`src/pkg/itel_defs.vh`:
```
`ifndef ITEL_DEFS_VH
`define ITEL_DEFS_VH
// Register offsets (byte addresses)
`define ITEL_OFF_CTRL      8'h00
`define ITEL_OFF_STAT      8'h04
`define ITEL_OFF_EVT       8'h08
`define ITEL_OFF_SAVED     8'h0C
`define ITEL_OFF_CODE      8'h10
`define ITEL_OFF_PREG      8'h14
`define ITEL_OFF_PVAL      8'h18
// Status longword bit positions
`define ITEL_TE_BIT        30
`define ITEL_TP_BIT        27
`define ITEL_CM_BIT        31
// Reset value of the status word
`define ITEL_STAT_RST      32'h0000_0000
// Exception classes
`define ITEL_EX_NONE       4'h0
`define ITEL_EX_TRACE      4'h1
`define ITEL_EX_RSVOPC     4'h2
`define ITEL_EX_CUSTOPC    4'h3
`define ITEL_EX_RSVOPD_F   4'h4
`define ITEL_EX_RSVOPD_A   4'h5
`define ITEL_EX_BREAK      4'h6
`define ITEL_EX_COMPAT     4'h7
`define ITEL_EX_NATIVE     4'h8
// Compatibility codes
`define ITEL_CC_RSVOPC     32'h0000_0000
`define ITEL_CC_ODDADDR    32'h0000_0006
// Opcodes
`define ITEL_OPC_ALLF      16'hFFFF
`define ITEL_OPC_CUST      8'hFC
`define ITEL_OPC_BREAK     8'h03
// Processor register numbers
`define ITEL_PR_R0BASE     6'h08
`define ITEL_PR_R0LEN      6'h09
`define ITEL_PR_R1BASE     6'h0A
`define ITEL_PR_R1LEN      6'h0B
`define ITEL_PR_ASYNC_TRAP_LEVEL     6'h13
`define ITEL_PR_SWINT      6'h15
`define ITEL_PR_MAXNUM     6'h3F
// Address window limits and the highest legal trap level
`define ITEL_R0B_LO        32'h8000_0000
`define ITEL_R0B_HI        32'hBFFF_FFFF
`define ITEL_R1B_LO        32'h7F80_0000
`define ITEL_R1B_HI        32'hBF7F_FFFF
`define ITEL_AST_MAX       3'h4
`endif

```
`src/itel_exception_unit.v`:
```
`timescale 1ns/10ps
`include "itel_defs.vh"
module itel_exception_unit (
  input  wire        clk,
  input  wire        rst_b,
  // Sequencer events, one-cycle pulses
  input  wire        insnStart,      // Start of instruction
  input  wire [15:0] opcode,         // Opcode, first byte in [7:0]
  input  wire        opcDefined,     // Opcode known to decoder
  input  wire        opcPrivOk,      // Current mode privileged enough
  input  wire        insnDone,       // Instruction completed
  input  wire        opdFaultErr,    // Fault-class operand error
  input  wire        opdAbortErr,    // Abort-class operand error
  input  wire        otherFault,     // Other fault mid-instruction
  input  wire        otherAbort,     // Abort or arithmetic trap
  input  wire        intrMid,        // Interrupt mid-instruction
  input  wire        intrBetween,    // Interrupt after completion
  input  wire        compatFault,    // Compat exception, code below
  input  wire [2:0]  compatCode,     // Compat code 1..6
  input  wire        chmExec,        // Change mode executed
  input  wire        callExec,       // Procedure call executed
  input  wire        reiExec,        // Return from exception
  input  wire        reiSavedTp,     // Restored pending bit
  input  wire        reiSavedTe,     // Restored enable bit
  input  wire        bitSetTe,       // Bit-set sets enable
  input  wire        bitClrTe,       // Bit-clear clears enable
  input  wire        mtprExec,       // Processor register write
  input  wire [5:0]  mtprNum,        // Register number
  input  wire [31:0] mtprData,       // Written value
  // Exception result
  output reg         excValid,       // Exception initiated
  output reg  [3:0]  excClass,       // Exception class
  output reg         excBackupPc,    // Push start-of-instruction PC
  output reg  [31:0] excSavedPsl,    // Status longword pushed
  output reg  [31:0] excCode,        // Compat code pushed
  output reg         excPushCode,    // Code longword is pushed
  output reg         callSavedTe,    // Enable bit for call frame
  output wire        traceEnable,    // Live enable bit
  output wire        tracePending,   // Live pending bit
  // AXI4-Lite slave
  input  wire [7:0]  s_axi_awaddr,
  input  wire        s_axi_awvalid,
  output wire        s_axi_awready,
  input  wire [31:0] s_axi_wdata,
  input  wire [3:0]  s_axi_wstrb,
  input  wire        s_axi_wvalid,
  output wire        s_axi_wready,
  output reg  [1:0]  s_axi_bresp,
  output reg         s_axi_bvalid,
  input  wire        s_axi_bready,
  input  wire [7:0]  s_axi_araddr,
  input  wire        s_axi_arvalid,
  output wire        s_axi_arready,
  output reg  [31:0] s_axi_rdata,
  output reg  [1:0]  s_axi_rresp,
  output reg         s_axi_rvalid,
  input  wire        s_axi_rready
);

  reg  [31:0] psl_r;        // Live status longword
  // No extra state for bit-set: the start-of-instruction load delays it
  reg  [31:0] ctrl_r;       // Bit0 enables register screening
  reg  [31:0] evtCnt_r;     // Count of exceptions taken
  reg  [31:0] prVal_r;      // Last screened value
  reg  [5:0]  prNum_r;      // Last screened register
  reg         awHeld_r;     // Write address captured
  reg         wHeld_r;      // Write data captured
  reg  [7:0]  awAddr_r;
  reg  [31:0] wData_r;
  reg  [3:0]  wStrb_r;

  reg  [31:0] psl_nxt;      // Status after this cycle's events
  reg         regBad;
  reg         opcBad;
  reg         fire;
  reg  [3:0]  cls;
  reg         backup;
  reg  [31:0] pushPsl;
  reg         pushCode;
  reg  [31:0] code;

  assign traceEnable  = psl_r[`ITEL_TE_BIT];
  assign tracePending = psl_r[`ITEL_TP_BIT];

  // Screen processor register writes for illegal values
  always @* begin
    regBad = 1'b0;
    if (mtprNum > `ITEL_PR_MAXNUM) begin
      regBad = 1'b1;
    end
    case (mtprNum)
      `ITEL_PR_R0BASE: regBad = (mtprData[1:0] != 2'h0) || (mtprData < `ITEL_R0B_LO) ||
                                (mtprData > `ITEL_R0B_HI);
      `ITEL_PR_R1BASE: regBad = (mtprData[1:0] != 2'h0) || (mtprData < `ITEL_R1B_LO) ||
                                (mtprData > `ITEL_R1B_HI);
      `ITEL_PR_R0LEN:  regBad = (mtprData[31:27] != 5'h00) || (mtprData[23:22] != 2'h0);
      `ITEL_PR_R1LEN:  regBad = (mtprData[30:22] != 9'h000);
      `ITEL_PR_ASYNC_TRAP_LEVEL: regBad = (mtprData[2:0] > `ITEL_AST_MAX);
      `ITEL_PR_SWINT:  regBad = (mtprData[31:16] != 16'h0000) || mtprData[0];
      default:         regBad = 1'b0;
    endcase
    // Screening can be turned off since it is optional
    regBad = regBad && ctrl_r[0];
  end

  always @* begin
    opcBad = !opcDefined || !opcPrivOk || (opcode == `ITEL_OPC_ALLF);
  end

  // Exception selection and trace bit sequencing
  always @* begin
    psl_nxt  = psl_r;
    // Defaults: nothing fires and the status holds
    fire     = 1'b0;
    cls      = `ITEL_EX_NONE;
    backup   = 1'b0;
    pushPsl  = psl_r;
    pushCode = 1'b0;
    code     = `ITEL_CC_RSVOPC;
    callSavedTe = psl_r[`ITEL_TE_BIT];
    if (insnStart) begin
      if (psl_r[`ITEL_TP_BIT]) begin
        psl_nxt[`ITEL_TP_BIT] = 1'b0;
        pushPsl[`ITEL_TP_BIT] = 1'b0;
        fire = 1'b1;
        cls  = `ITEL_EX_TRACE;
      end else begin
        psl_nxt[`ITEL_TP_BIT] = psl_r[`ITEL_TE_BIT];
        // A bit-set enable therefore first traces the second instruction
        // opcode checks after trace check
        if (opcBad || opcode[7:0] == `ITEL_OPC_CUST) begin
          fire   = 1'b1;
          backup = 1'b1;
          pushPsl[`ITEL_TP_BIT] = 1'b0;
          psl_nxt[`ITEL_TP_BIT] = 1'b0;
          // compat mode reserved opcode code 0
          if (psl_r[`ITEL_CM_BIT]) begin
            cls = `ITEL_EX_COMPAT;
            pushCode = 1'b1;
          end else if (opcode[7:0] == `ITEL_OPC_CUST && opcode != `ITEL_OPC_ALLF && !opcBad) begin
            cls = `ITEL_EX_CUSTOPC;
          end else begin
            cls = `ITEL_EX_RSVOPC;
          end
        end else if (opcode[7:0] == `ITEL_OPC_BREAK && !psl_r[`ITEL_CM_BIT]) begin
          fire = 1'b1;
          cls  = `ITEL_EX_BREAK;
          backup = 1'b1;
          pushPsl[`ITEL_TP_BIT] = 1'b0;
          psl_nxt[`ITEL_TP_BIT] = 1'b0;
        end
      end
    // faults and mid interrupts clear pending
    end else if (opdFaultErr || (mtprExec && regBad) || otherFault || intrMid || compatFault) begin
      fire   = 1'b1;
      backup = 1'b1;
      psl_nxt[`ITEL_TP_BIT] = 1'b0;
      pushPsl[`ITEL_TP_BIT] = 1'b0;
      if (opdFaultErr || (mtprExec && regBad)) begin
        cls = `ITEL_EX_RSVOPD_F;
      end else if (compatFault) begin
        cls = `ITEL_EX_COMPAT;
        pushCode = 1'b1;
        code = {29'h0, compatCode};
      end else begin
        cls = `ITEL_EX_NATIVE;
      end
    // abort or trap leaves pending alone
    end else if (opdAbortErr || otherAbort) begin
      fire   = 1'b1;
      backup = opdAbortErr;
      cls    = opdAbortErr ? `ITEL_EX_RSVOPD_A : `ITEL_EX_NATIVE;
    end else if (intrBetween) begin
      fire = 1'b1;
      cls  = `ITEL_EX_NATIVE;
    end else if (chmExec) begin
      fire = 1'b1;
      cls  = `ITEL_EX_NATIVE;
      pushPsl[`ITEL_TP_BIT] = psl_r[`ITEL_TE_BIT] | psl_r[`ITEL_TP_BIT];
      psl_nxt[`ITEL_TE_BIT] = 1'b0;
      psl_nxt[`ITEL_TP_BIT] = 1'b0;
    end else if (reiExec) begin
      // pending from old enable or saved
      psl_nxt[`ITEL_TP_BIT] = psl_r[`ITEL_TE_BIT] | reiSavedTp;
      psl_nxt[`ITEL_TE_BIT] = reiSavedTe;
    end else if (bitSetTe) begin
      // Pending stays as it is until the next start loads it
      psl_nxt[`ITEL_TE_BIT] = 1'b1;
    end else if (bitClrTe) begin
      psl_nxt[`ITEL_TE_BIT] = 1'b0;
    end
    if (callExec) begin
      callSavedTe = 1'b0;
    end
    // Any exception leaves the handler untraced
    if (fire) begin
      psl_nxt[`ITEL_TE_BIT] = 1'b0;
      psl_nxt[`ITEL_TP_BIT] = 1'b0;
      psl_nxt[`ITEL_CM_BIT] = 1'b0;
    end
  end

  // Status state and exception outputs
  always @(posedge clk or negedge rst_b) begin
    if (!rst_b) begin
      // Nothing pending or enabled out of reset
      psl_r       <= `ITEL_STAT_RST;
      excValid    <= 1'b0;
      excClass    <= `ITEL_EX_NONE;
      excBackupPc <= 1'b0;
      excSavedPsl <= 32'h0000_0000;
      excCode     <= 32'h0000_0000;
      excPushCode <= 1'b0;
      evtCnt_r    <= 32'h0000_0000;
      prNum_r     <= 6'h00;
      prVal_r     <= 32'h0000_0000;
    end else begin
      psl_r       <= psl_nxt;
      // Exception outputs below stand for one cycle
      excValid    <= fire;
      excClass    <= cls;
      excBackupPc <= backup;
      excSavedPsl <= pushPsl;
      excCode     <= code;
      excPushCode <= pushCode;
      if (fire) begin
        evtCnt_r <= evtCnt_r + 32'h0000_0001;
      end
      if (mtprExec) begin
        prNum_r <= mtprNum;
        prVal_r <= mtprData;
      end
      // Software write of status, lower priority than exceptions and instruction starts only
      if (awHeld_r && wHeld_r && awAddr_r == `ITEL_OFF_STAT && !fire && !insnStart) begin
        psl_r <= wData_r;
      end
    end
  end

  // AXI4-Lite write side: take address and data in either order
  assign s_axi_awready = !awHeld_r && !s_axi_bvalid;
  assign s_axi_wready  = !wHeld_r && !s_axi_bvalid;
  assign s_axi_arready = !s_axi_rvalid;

  always @(posedge clk or negedge rst_b) begin
    if (!rst_b) begin
      awHeld_r     <= 1'b0;
      wHeld_r      <= 1'b0;
      awAddr_r     <= 8'h00;
      wData_r      <= 32'h0000_0000;
      wStrb_r      <= 4'h0;
      s_axi_bvalid <= 1'b0;
      s_axi_bresp  <= 2'h0;
      ctrl_r       <= 32'h0000_0001;
    end else begin
      if (s_axi_awvalid && s_axi_awready) begin
        awHeld_r <= 1'b1;
        awAddr_r <= s_axi_awaddr;
      end
      if (s_axi_wvalid && s_axi_wready) begin
        wHeld_r <= 1'b1;
        wData_r <= s_axi_wdata;
        wStrb_r <= s_axi_wstrb;
      end
      // Both halves present: commit and answer
      if (awHeld_r && wHeld_r) begin
        awHeld_r     <= 1'b0;
        wHeld_r      <= 1'b0;
        s_axi_bvalid <= 1'b1;
        s_axi_bresp  <= (awAddr_r == `ITEL_OFF_CTRL || awAddr_r == `ITEL_OFF_STAT) ? 2'h0 : 2'h2;
        if (awAddr_r == `ITEL_OFF_CTRL && wStrb_r[0]) begin
          ctrl_r <= {31'h0, wData_r[0]};
        end
      end else if (s_axi_bvalid && s_axi_bready) begin
        s_axi_bvalid <= 1'b0;
      end
    end
  end

  // AXI4-Lite read side, one-cycle answer
  always @(posedge clk or negedge rst_b) begin
    if (!rst_b) begin
      s_axi_rvalid <= 1'b0;
      s_axi_rdata  <= 32'h0000_0000;
      s_axi_rresp  <= 2'h0;
    end else if (s_axi_arvalid && s_axi_arready) begin
      s_axi_rvalid <= 1'b1;
      s_axi_rresp  <= 2'h0;
      case (s_axi_araddr)
        `ITEL_OFF_CTRL:  s_axi_rdata <= ctrl_r;
        `ITEL_OFF_STAT:  s_axi_rdata <= psl_r;
        `ITEL_OFF_EVT:   s_axi_rdata <= evtCnt_r;
        `ITEL_OFF_SAVED: s_axi_rdata <= excSavedPsl;
        `ITEL_OFF_CODE:  s_axi_rdata <= excCode;
        `ITEL_OFF_PREG:  s_axi_rdata <= {26'h0, prNum_r};
        `ITEL_OFF_PVAL:  s_axi_rdata <= prVal_r;
        default: begin
          s_axi_rdata <= 32'h0000_0000;
          s_axi_rresp <= 2'h2;
        end
      endcase
    end else if (s_axi_rvalid && s_axi_rready) begin
      s_axi_rvalid <= 1'b0;
    end
  end

endmodule

```
`config.mk`:
```
export PLATFORM = sky130hd
export DESIGN_NAME = itel_exception_unit
export DESIGN_NICKNAME = d
export VERILOG_FILES = /design/src/itel_exception_unit.v
export VERILOG_INCLUDE_DIRS = /design/src /design/src/pkg
export SDC_FILE = /design/constraint.sdc
export NUM_CORES = 1
export LEC_CHECK = 0
export BUFFER_PORTS_ARGS = -buffer_cell sky130_fd_sc_hd__buf_2
export CAP_MARGIN = 25
export CORE_ASPECT_RATIO = 1.4
export CORE_MARGIN = 3
export CORE_UTILIZATION = 37
export DETAILED_ROUTE_END_ITERATION = 8
export GPL_TIMING_DRIVEN = 1
export SLEW_MARGIN = 40
export SYNTH_ARGS = -nofsm -noshare
export SYNTH_HDL_FRONTEND = slang
export SYNTH_SLANG_ARGS = --single-unit
```
`constraint.sdc`:
```
create_clock -name clk -period 2.86 [get_ports clk]
set_input_delay 0.286 -clock clk [delete_from_list [all_inputs] [get_ports clk]]
set_output_delay 0.286 -clock clk [all_outputs]
set_load 0.05 [all_outputs]
```
After elaboration in Yosys (flattened, before gate mapping). Index checks and enable logic that the tools add are counted.

Flip-flop bits (word level): 255. Input port bits: 135. Output and inout bits: 115. Word-level logic and storage cells: 189.

Add/sub/neg operators: 1. Order comparisons: 5. Eq/ne operators: 23. Muxes and demuxes: 74. Bitwise gates (word level): 2. Reductions and logical operators: 60.

Operators with widths (count): case mux 32 bit (7 select lines) (1); greater-than comparator 32 bit (second input constant) (2); 2-to-1 mux 1 bit (52); 2-to-1 mux 4 bit (10); adder 32 x 1 -> 32 bit (second input constant) (1); less-than comparator 32 x 31 -> 1 bit (second input constant) (1); less-than comparator 32 bit (second input constant) (1); 2-to-1 mux 32 bit (1); == test 6 x 4 -> 1 bit (second input constant) (4); == test 8 x 5 -> 1 bit (second input constant) (3); 2-to-1 mux 3 bit (6); logical AND 1 bit (17); == test 16 bit (second input constant) (1); == test 8 x 3 -> 1 bit (second input constant) (2); == test 8 x 4 -> 1 bit (second input constant) (2); zero test 8 bit (2); != test 16 bit (second input constant) (1); nonzero test 16 bit (1); logical OR 1 bit (15); nonzero test 2 bit (7); == test 6 x 5 -> 1 bit (second input constant) (2); nonzero test 6 bit (2); zero test 1 bit (10); nonzero test 9 bit (1); 15 further kinds (20).

Longest topological paths before layout. Gate-level depths: netlist (run 1).

Depth after elaboration: 17. Depth in mapped cells: 10. Mapped depth without buffers: 8.

Worst setup path after synthesis (run 1). No wires, ideal clock.

Path kind: reg2reg. Start: register s_axi_bvalid. End: register wData_r[14]. Arrival time: 2.491 ns. Data required time: 2.735 ns. Setup slack: 0.244 ns. Stages on the path, launching flop included: 6. Buffers on the path: 2. Cell sequence: dfrtp_1 > nor2_1 > and2_1 > clkbuf_1 > buf_1 > mux2_2.

Cells in the longest elaborated chain, start to end: 3.

Ends and longest elaborated chain: from (decl) (line itel_exception_unit.v:49) `output reg s_axi_bvalid,`; from (signal assigned) (line itel_exception_unit.v:252) `s_axi_bvalid <= 1'b0;`; from (signal assigned) (line itel_exception_unit.v:269) `s_axi_bvalid <= 1'b1;`; from (signal assigned) (line itel_exception_unit.v:275) `s_axi_bvalid <= 1'b0;`; zero test 1 bit (line itel_exception_unit.v:242) `assign s_axi_wready = !wHeld_r && !s_axi_bvalid;`; logical AND 1 bit (line itel_exception_unit.v:242); net s_axi_wready (line itel_exception_unit.v:47) `output wire s_axi_wready,`; logical AND 1 bit (line itel_exception_unit.v:260) `if (s_axi_wvalid && s_axi_wready) begin`; to (signal assigned) (line itel_exception_unit.v:262) `wData_r <= s_axi_wdata;`; to (decl) (line itel_exception_unit.v:69) `reg [31:0] wData_r;`.

The timed path passes the listed nets, and every way through them passes these cells. A chain may end at the register's enable or synchronous reset.

Final worst setup path (run 1).
Start: register psl_r[31]. End: register evtCnt_r[10].

Cells in the longest elaborated chain, start to end: 6.

Ends and longest elaborated chain: from (decl) (line itel_exception_unit.v:60) `reg [31:0] psl_r;`; from (signal assigned) (line itel_exception_unit.v:207) `` psl_r <= `ITEL_STAT_RST; ``; from (signal assigned) (line itel_exception_unit.v:218) `psl_r <= psl_nxt;`; from (signal assigned) (line itel_exception_unit.v:235) `psl_r <= wData_r;`; zero test 1 bit (line itel_exception_unit.v:145) `` end else if (opcode[7:0] == `ITEL_OPC_BREAK && !psl_r[`ITEL_CM_BIT]) begin ``; logical AND 1 bit (line itel_exception_unit.v:145); 2-to-1 mux 1 bit (line itel_exception_unit.v:145); 2-to-1 mux 1 bit (line itel_exception_unit.v:131) `` if (opcBad || opcode[7:0] == `ITEL_OPC_CUST) begin ``; 2-to-1 mux 1 bit (line itel_exception_unit.v:122) `` if (psl_r[`ITEL_TP_BIT]) begin ``; 2-to-1 mux 1 bit (line itel_exception_unit.v:121) `if (insnStart) begin`; to (signal assigned) (line itel_exception_unit.v:227) `evtCnt_r <= evtCnt_r + 32'h0000_0001;`; to (decl) (line itel_exception_unit.v:63) `reg [31:0] evtCnt_r;`.

Every way passes these cells.

==> results.toml, run 1 <==
[logic_synthesis]
synth-edff-count = 0
synth-main-ff-cell = "dfrtp_1"
ys_warn_count = 0
synth.yosys.seq_area_share = 0.579
ys_ff_latch = 224
synth.avg_cell_area_sq_um = 12.3
ys_async_sr_fraction = 1.00
syn_inst = 785
synth.cell_area_sq_um = 9690
yosysUniqueCellTypes = 58

[setup_path]
cp_cell_sequence = "nor4_1 > a311o_1 > a21oi_1 > a21oi_1 > o21ai_4 > inv_2 > buf_4 > nand3_1 > xnor2_1"
criticalPathCategory = "flop to flop"
reg2reg_from = "psl_r[31]"
crit_slowest_cell = "dfrtp_1"
r2r_setup_slack_ps = 480
path_max_fanout = 23
end_kind = "flop"
cp.arrival_ps = 2760
path_common_cell = "a21oi_1"
critPathRequiredTime_ps = 3240
reg2reg_depth = 9
cp-start-kind = "flop"
r2r_end = "evtCnt_r[10]"
cpPeakStageDelay_ps = 420

[route]
dr_total_vias = 7239
drc_errors = 0
firstDrtPassIters = 5
wirelength_microns = 27000
ant_nets = 0
viasPerCell = 5.20
dr.first_iter.drc_count = 494
wl_per_cell_microns = 19.4

[timing]
worst_slack_ps = 477
setup_viol = 0
period_share = 0.833
fin_crit_ps = 2380
rsz0062_at_grt = "false"
fin_skew_ps = 19.0
finalHoldViolCount = 0
worst_slew_pin_slew_ps = 640
clock.fmax_mhz = 420
tns_ps = 0
maxSlewHeadroom = 0.574
drv_slew = 0

[die]
rows = 69
core_area_sq_um = 25600
start_util = 0.379
io_pins = 250
die-area_sq_um = 28200
fp.dieH_microns = 197
fp.dieW_microns = 143

[finish]
num-fill-cells = 2369
drive_above_1_share = 0.382
syn_to_final_growth_pct = 28.7
fin_area_sq_um = 12500
multi_input_area_sq_um = 3780
seqCellArea_sq_um = 5610
nNetsFinal = 1194
final_cells = 1393

[grt]
grt_pass1_wl_microns = 42600
globalRouteOverflowTotal = 0
grt_usage = 0.191
grt_max_degree = 67
grt_antenna_before_repair = 1
grt_pass1_vias = 7583

[placement]
dpl_cell_area_sq_um = 11200
gp_congestion = 0.805
pre_cts_ws_ps = 167
dp_hpwl_microns = 19300
port_buffers = 214
dp_cells = 1309

[pwr]
peakVddDrop_v = 0.000487
power.internal_mw = 6.25
pwr-share-clk = 0.382
leakage_nw = 6.12
power_switching_mw = 2.24
switching_share = 0.264
power_density_nw_per_um2 = 681
power_frac_comb = 0.157
p_seq_frac = 0.461
total_power_mw = 8.49

[flow_run]
cap_violations = 0

[min_path]
hold_end = "wData_r[23]"
hold_depth = 2
hold_class = "input port to flop"
min_from = "s_axi_wdata[23]"

[clocking]
cts.path.max_buffers = 3
clk_pin_slew_ps = 60
cts_setup_buffers = 0
clock-sinks = 224
root_buffer = "clkbuf_16"
cts_resized = 0
cts_buffers = 24
tritoncts = "yes"
htree_levels = 1
insertion_delay_ps = 510
hold_buffers = 42

[outcome]
status = "completed"
cells in the final DEF, fill, tap and decap left out, drive strengths merged, types with 3 or more instances in the layout:
cell type and instances:
buf 243, dfrtp 223, mux2 114, nand2 85, dlygate4sd3 42, clkbuf 34
a22o 33, conb 31, a222oi 29, xnor2 28, nand3 23, nor2 23
nand4 19, inv 17, a21oi 14, o21ai 13, nor4 11, and3 11
nor3 10, and2 6, and4 4, xor2 4, clkinv 4, nand3b 3
nand2b 3, a21o 3, a32oi 3, a22oi 3, bufinv 3
sequential cells by signal (all words and copies together), names as in the netlist:
register / count
s_axi_rdata: 32
excCode: 3
prVal_r: 32
psl_r: 32
s_axi_rresp: 1
wStrb_r: 1
excPushCode: 1
wData_r: 32
excSavedPsl: 32
awAddr_r: 8
awHeld_r: 1
ctrl_r: 1
s_axi_bvalid: 1
excValid: 1
s_axi_rvalid: 1
prNum_r: 6
excClass: 4
evtCnt_r: 32
wHeld_r: 1
s_axi_bresp: 1
excBackupPc: 1
worst max-delay path by stage:
stage | from | end | slack (ps) | cells past startpoint
2_1_floorplan | s_axi_bvalid | wData_r[14] | 240 | 5
3_3_place_gp | mtprData[18] | evtCnt_r[6] | 160 | 11
3_5_place_dp | mtprData[18] | evtCnt_r[6] | 170 | 11
4_1_cts | psl_r[31] | evtCnt_r[20] | 430 | 7
5_1_grt | evtCnt_r[4] | evtCnt_r[30] | 240 | 8
6_report | psl_r[31] | evtCnt_r[10] | 480 | 9
metrics by stage:
stage | hold slack [ps] | utilization
after global routing | 2.42 | 0.488
after floorplan | -9.59 | -
after global placement | 273 | 0.439
after CTS | 0.406 | 0.488
final | 18.7 | 0.488
after detailed placement | 279 | 0.439
kinds of logic after synthesis:
logic type                 after synthesis  share of synthesized area
adders and majority gates                1                    0.00129
muxes                                  116                      0.136
DFF                                    224                      0.579
other                                    1                   0.000387
buffers and inverters                   85                     0.0456
xor gates and xnor gates                32                     0.0305
and+or+nand+nor                        215                      0.114
AOI/OAI and AO/OA                      111                     0.0936
critical path: cells and delay by family (launching register included):
| kind | cells | cell delay, ps |
|---|---|---|
| and+or+nand+nor | 2 | 530 |
| AOI/OAI and AO/OA | 4 | 760 |
| DFF | 1 | 420 |
| buffers and inverters | 2 | 400 |
| xor gates and xnor gates | 1 | 150 |
cell type report:
| type | instances | share of cell area |
|---|---|---|
| sequential | 224 | 0.450 |
| multi-input combinational | 506 | 0.304 |
| timing repair buffer | 285 | 0.143 |
| clock buffer | 34 | 0.0577 |
| tap | 319 | 0.0320 |
| clock inverter | 7 | 0.00883 |
| inverter | 17 | 0.00512 |
| antenna | 1 | 0.000201 |
routing by layer:
layer,track usage,vias up,share of wire,wire length [microns]
met5,0,-,0.00026,7
met4,0.0349,2,0.011,303
met3,0.0325,24,0.059,1600
met2,0.343,243,0.52,14100
met1,0.243,3615,0.41,11000
li1,-,3355,-,-
cell usage after synthesis (all sizes together), types with 3 or more instances:
| master | number | area (sq um) |
|---|---|---|
| a21oi | 14 | 73.8 |
| nand2 | 85 | 319 |
| mux2 | 114 | 1280 |
| o21ai | 13 | 76.3 |
| a21o | 3 | 22.5 |
| inv | 17 | 63.8 |
| nand3b | 3 | 22.5 |
| and2 | 6 | 37.5 |
| nand4 | 19 | 134 |
| nor2 | 23 | 86.3 |
| a32oi | 3 | 26.3 |
| xnor2 | 28 | 260 |
| nand3 | 23 | 115 |
| xor2 | 4 | 35.0 |
| clkbuf | 29 | 109 |
| a22oi | 3 | 22.5 |
| a222oi | 29 | 290 |
| and3 | 11 | 68.8 |
| dfrtp | 223 | 5580 |
| nand2b | 3 | 18.8 |
| a22o | 33 | 289 |
| buf | 39 | 269 |
| and4 | 4 | 35.0 |
| nor4 | 11 | 68.8 |
| nor3 | 10 | 50.1 |
power groups by stage:
| stage | Combinational (mW) | Sequential [mW] | Clock (mW) |
|---|---|---|---|
| 2_1_floorplan | 0.900 | 3.93 | 0 |
| 3_3_place_gp | 1.28 | 3.96 | 0 |
| 3_5_place_dp | 1.31 | 3.97 | 0 |
| 4_1_cts | 1.36 | 3.92 | 3.32 |
| 5_1_grt | 1.46 | 3.98 | 3.46 |
| 6_report | 1.33 | 3.92 | 3.24 |
No activity file was read; power rests on OpenSTA's default activity.
==> inputs of run 2 (changes only) <==
==> constraint.sdc (replaced) <==
create_clock -name clk -period 1.95 [get_ports clk]
set_input_delay 0.195 -clock clk [delete_from_list [all_inputs] [get_ports clk]]
set_output_delay 0.195 -clock clk [all_outputs]
set_load 0.05 [all_outputs]
==> run 2 against run 1 <==
- the flow now finishes with violations (negative setup slack)
- largest power group unchanged
- cell count is 7.8% higher
- clock power is 36% higher
- register-to-register slack worse by 690 ps
- critical path depth stayed put
- worst hold slack better by 16 ps
- worst setup slack worse by 690 ps
- first-iteration DRC count is 21% lower
- total power is 47% higher
==> results.toml, run 2 (synthesis results as in run 1) <==
[outcome]
status = "finished with violations"
failed_checks = "negative setup slack"

[clocking]
insertion_delay_ps = 510
tritoncts = "yes"
cts.path.max_buffers = 3
clock-sinks = 224
root_buffer = "clkbuf_16"
htree_levels = 1
clk_pin_slew_ps = 60
cts_buffers = 24

[route]
wirelength_microns = 28900
viasPerCell = 5.13
drc_errors = 0
dr.first_iter.drc_count = 390
ant_nets = 0
wl_per_cell_microns = 19.3
firstDrtPassIters = 9
dr_total_vias = 7696

[setup_path]
cp-start-kind = "flop"
path_common_cell = "nor4_2"
cpPeakStageDelay_ps = 390
criticalPathCategory = "flop to flop"
crit_slowest_cell = "dfrtp_1"
reg2reg_depth = 9
end_kind = "flop"
crit_buf_inv = 3
reg2reg_from = "awAddr_r[6]"
r2r_end = "psl_r[11]"
cp_cell_sequence = "nor4_2 > nand3_1 > nor4_2 > buf_4 > nand3_4 > a21oi_4 > buf_6 > buf_12 > mux2_4"
cp.arrival_ps = 2550
r2r_setup_slack_ps = -210
path_delay_family = "simple AND/OR/NAND/NOR gates"
path_max_fanout = 7
critPathRequiredTime_ps = 2340

[pwr]
power.internal_mw = 9.05
peakVddDrop_v = 0.000815
pwr-share-clk = 0.354
p_seq_frac = 0.461
power_frac_comb = 0.186
switching_share = 0.276
leakage_nw = 6.69
power_density_nw_per_um2 = 912
total_power_mw = 12.5
power_switching_mw = 3.45

[min_path]
hold_end = "prVal_r[27]"
hold_depth = 3
hold_class = "input port to flop"
min_from = "mtprData[27]"

[finish]
final_cells = 1501
final_common_cell = "dfrtp_1"
syn_to_final_growth_pct = 41.5
drive_above_1_share = 0.445
diodes = 0
final_cell_mix = "dfrtp_1, buf_2, mux2_2, buf_4, nand2_1"
nNetsFinal = 1301

[timing]
worst_slack_ps = -209
maxSlewHeadroom = 0.666
finalHoldViolCount = 0
clock.fmax_mhz = 463
drv_slew = 0
fin_crit_ps = 2160
period_share = 1.11
worst_slew_pin_slew_ps = 501
setup_viol = 32
fin_skew_ps = 8.02
rsz0062_at_grt = "true"

[placement]
pre_cts_ws_ps = -470
gp_congestion = 0.793
port_buffers = 214
dp_cells = 1373
dp_hpwl_microns = 20400

[grt]
globalRouteOverflowTotal = 0
grt_antenna_before_repair = 0
grt_max_degree = 56
grt_usage = 0.202
grt_pass1_wl_microns = 44800
grt_pass1_vias = 8196

[die]
io_pins = 250
start_util = 0.379
fp.dieH_microns = 197
rows = 69
fp.dieW_microns = 143
die-area_sq_um = 28200
core_area_sq_um = 25600

[flow_run]
cap_violations = 0
run 2: cell type report:
class	count	area (sq um)
clock inverter	9	72.6
timing repair buffer	392	2770
clock buffer	34	689
sequential	224	5610
fill	2225	11800
multi-input combinational	506	4090
tap	319	399
inverter	17	72.6
run 2: through the flow:
| stage | util | TNS, ps | hold WS, ps | cell area (sq um) |
|---|---|---|---|---|
| finish | 0.536 | -4590 | 35.2 | 13700 |
| global route | 0.536 | -8600 | 23.7 | 13700 |
| CTS | 0.532 | -8050 | 13.3 | 13600 |
| detailed placement | 0.464 | -27550 | 155 | 11900 |
| global placement | 0.464 | -23650 | 153 | 11900 |
| floorplan | - | -6310 | -101 | 9960 |
run 2: routing by layer:
layer,wire (microns),up-vias,track usage
met1,11700,3869,0.249
met3,1290,33,0.0288
met2,15400,217,0.370
li1,-,3577,-
met5,0,-,0
met4,506,0,0.0490
run 2: repair_timing:
action / in CTS / in global routing
setup endpoints to repair: 59 / 54
buffers inserted: 4 / 6
gates resized for setup: 40 / 15
gates cloned: 2 / 1
pin swaps: 10 / 10
endpoints found under the hold margin: 184 / 0
hold buffers: 75 / 0
run 2: power by group through the flow:
stage	logic, mW	clock network [mW]	registers, mW
2_1_floorplan	1.37	0	5.79
3_3_place_gp	2.14	0	5.80
3_5_place_dp	2.18	0	5.82
4_1_cts	2.32	4.54	5.76
5_1_grt	2.52	4.74	5.85
6_report	2.32	4.42	5.76
run 2: worst max path at each step:
stage	from	end	slack (ps)	cells after the start
6_report	awAddr_r[6]	psl_r[11]	-210	9
5_1_grt	awAddr_r[6]	psl_r[10]	-320	9
4_1_cts	awAddr_r[6]	psl_r[14]	-300	9
3_5_place_dp	mtprData[19]	psl_r[21]	-470	9
3_3_place_gp	mtprData[31]	psl_r[16]	-410	8
2_1_floorplan	mtprData[31]	psl_r[0]	-170	7
run 2: worst reg2reg max path: cells and delay by family (launching register included):
family	cells	cell delay, ps
flip-flops	1	390
multiplexers	1	310
AO/OA/AOI/OAI	1	200
AND/OR/NAND/NOR	4	660
buffers and inverters	3	490
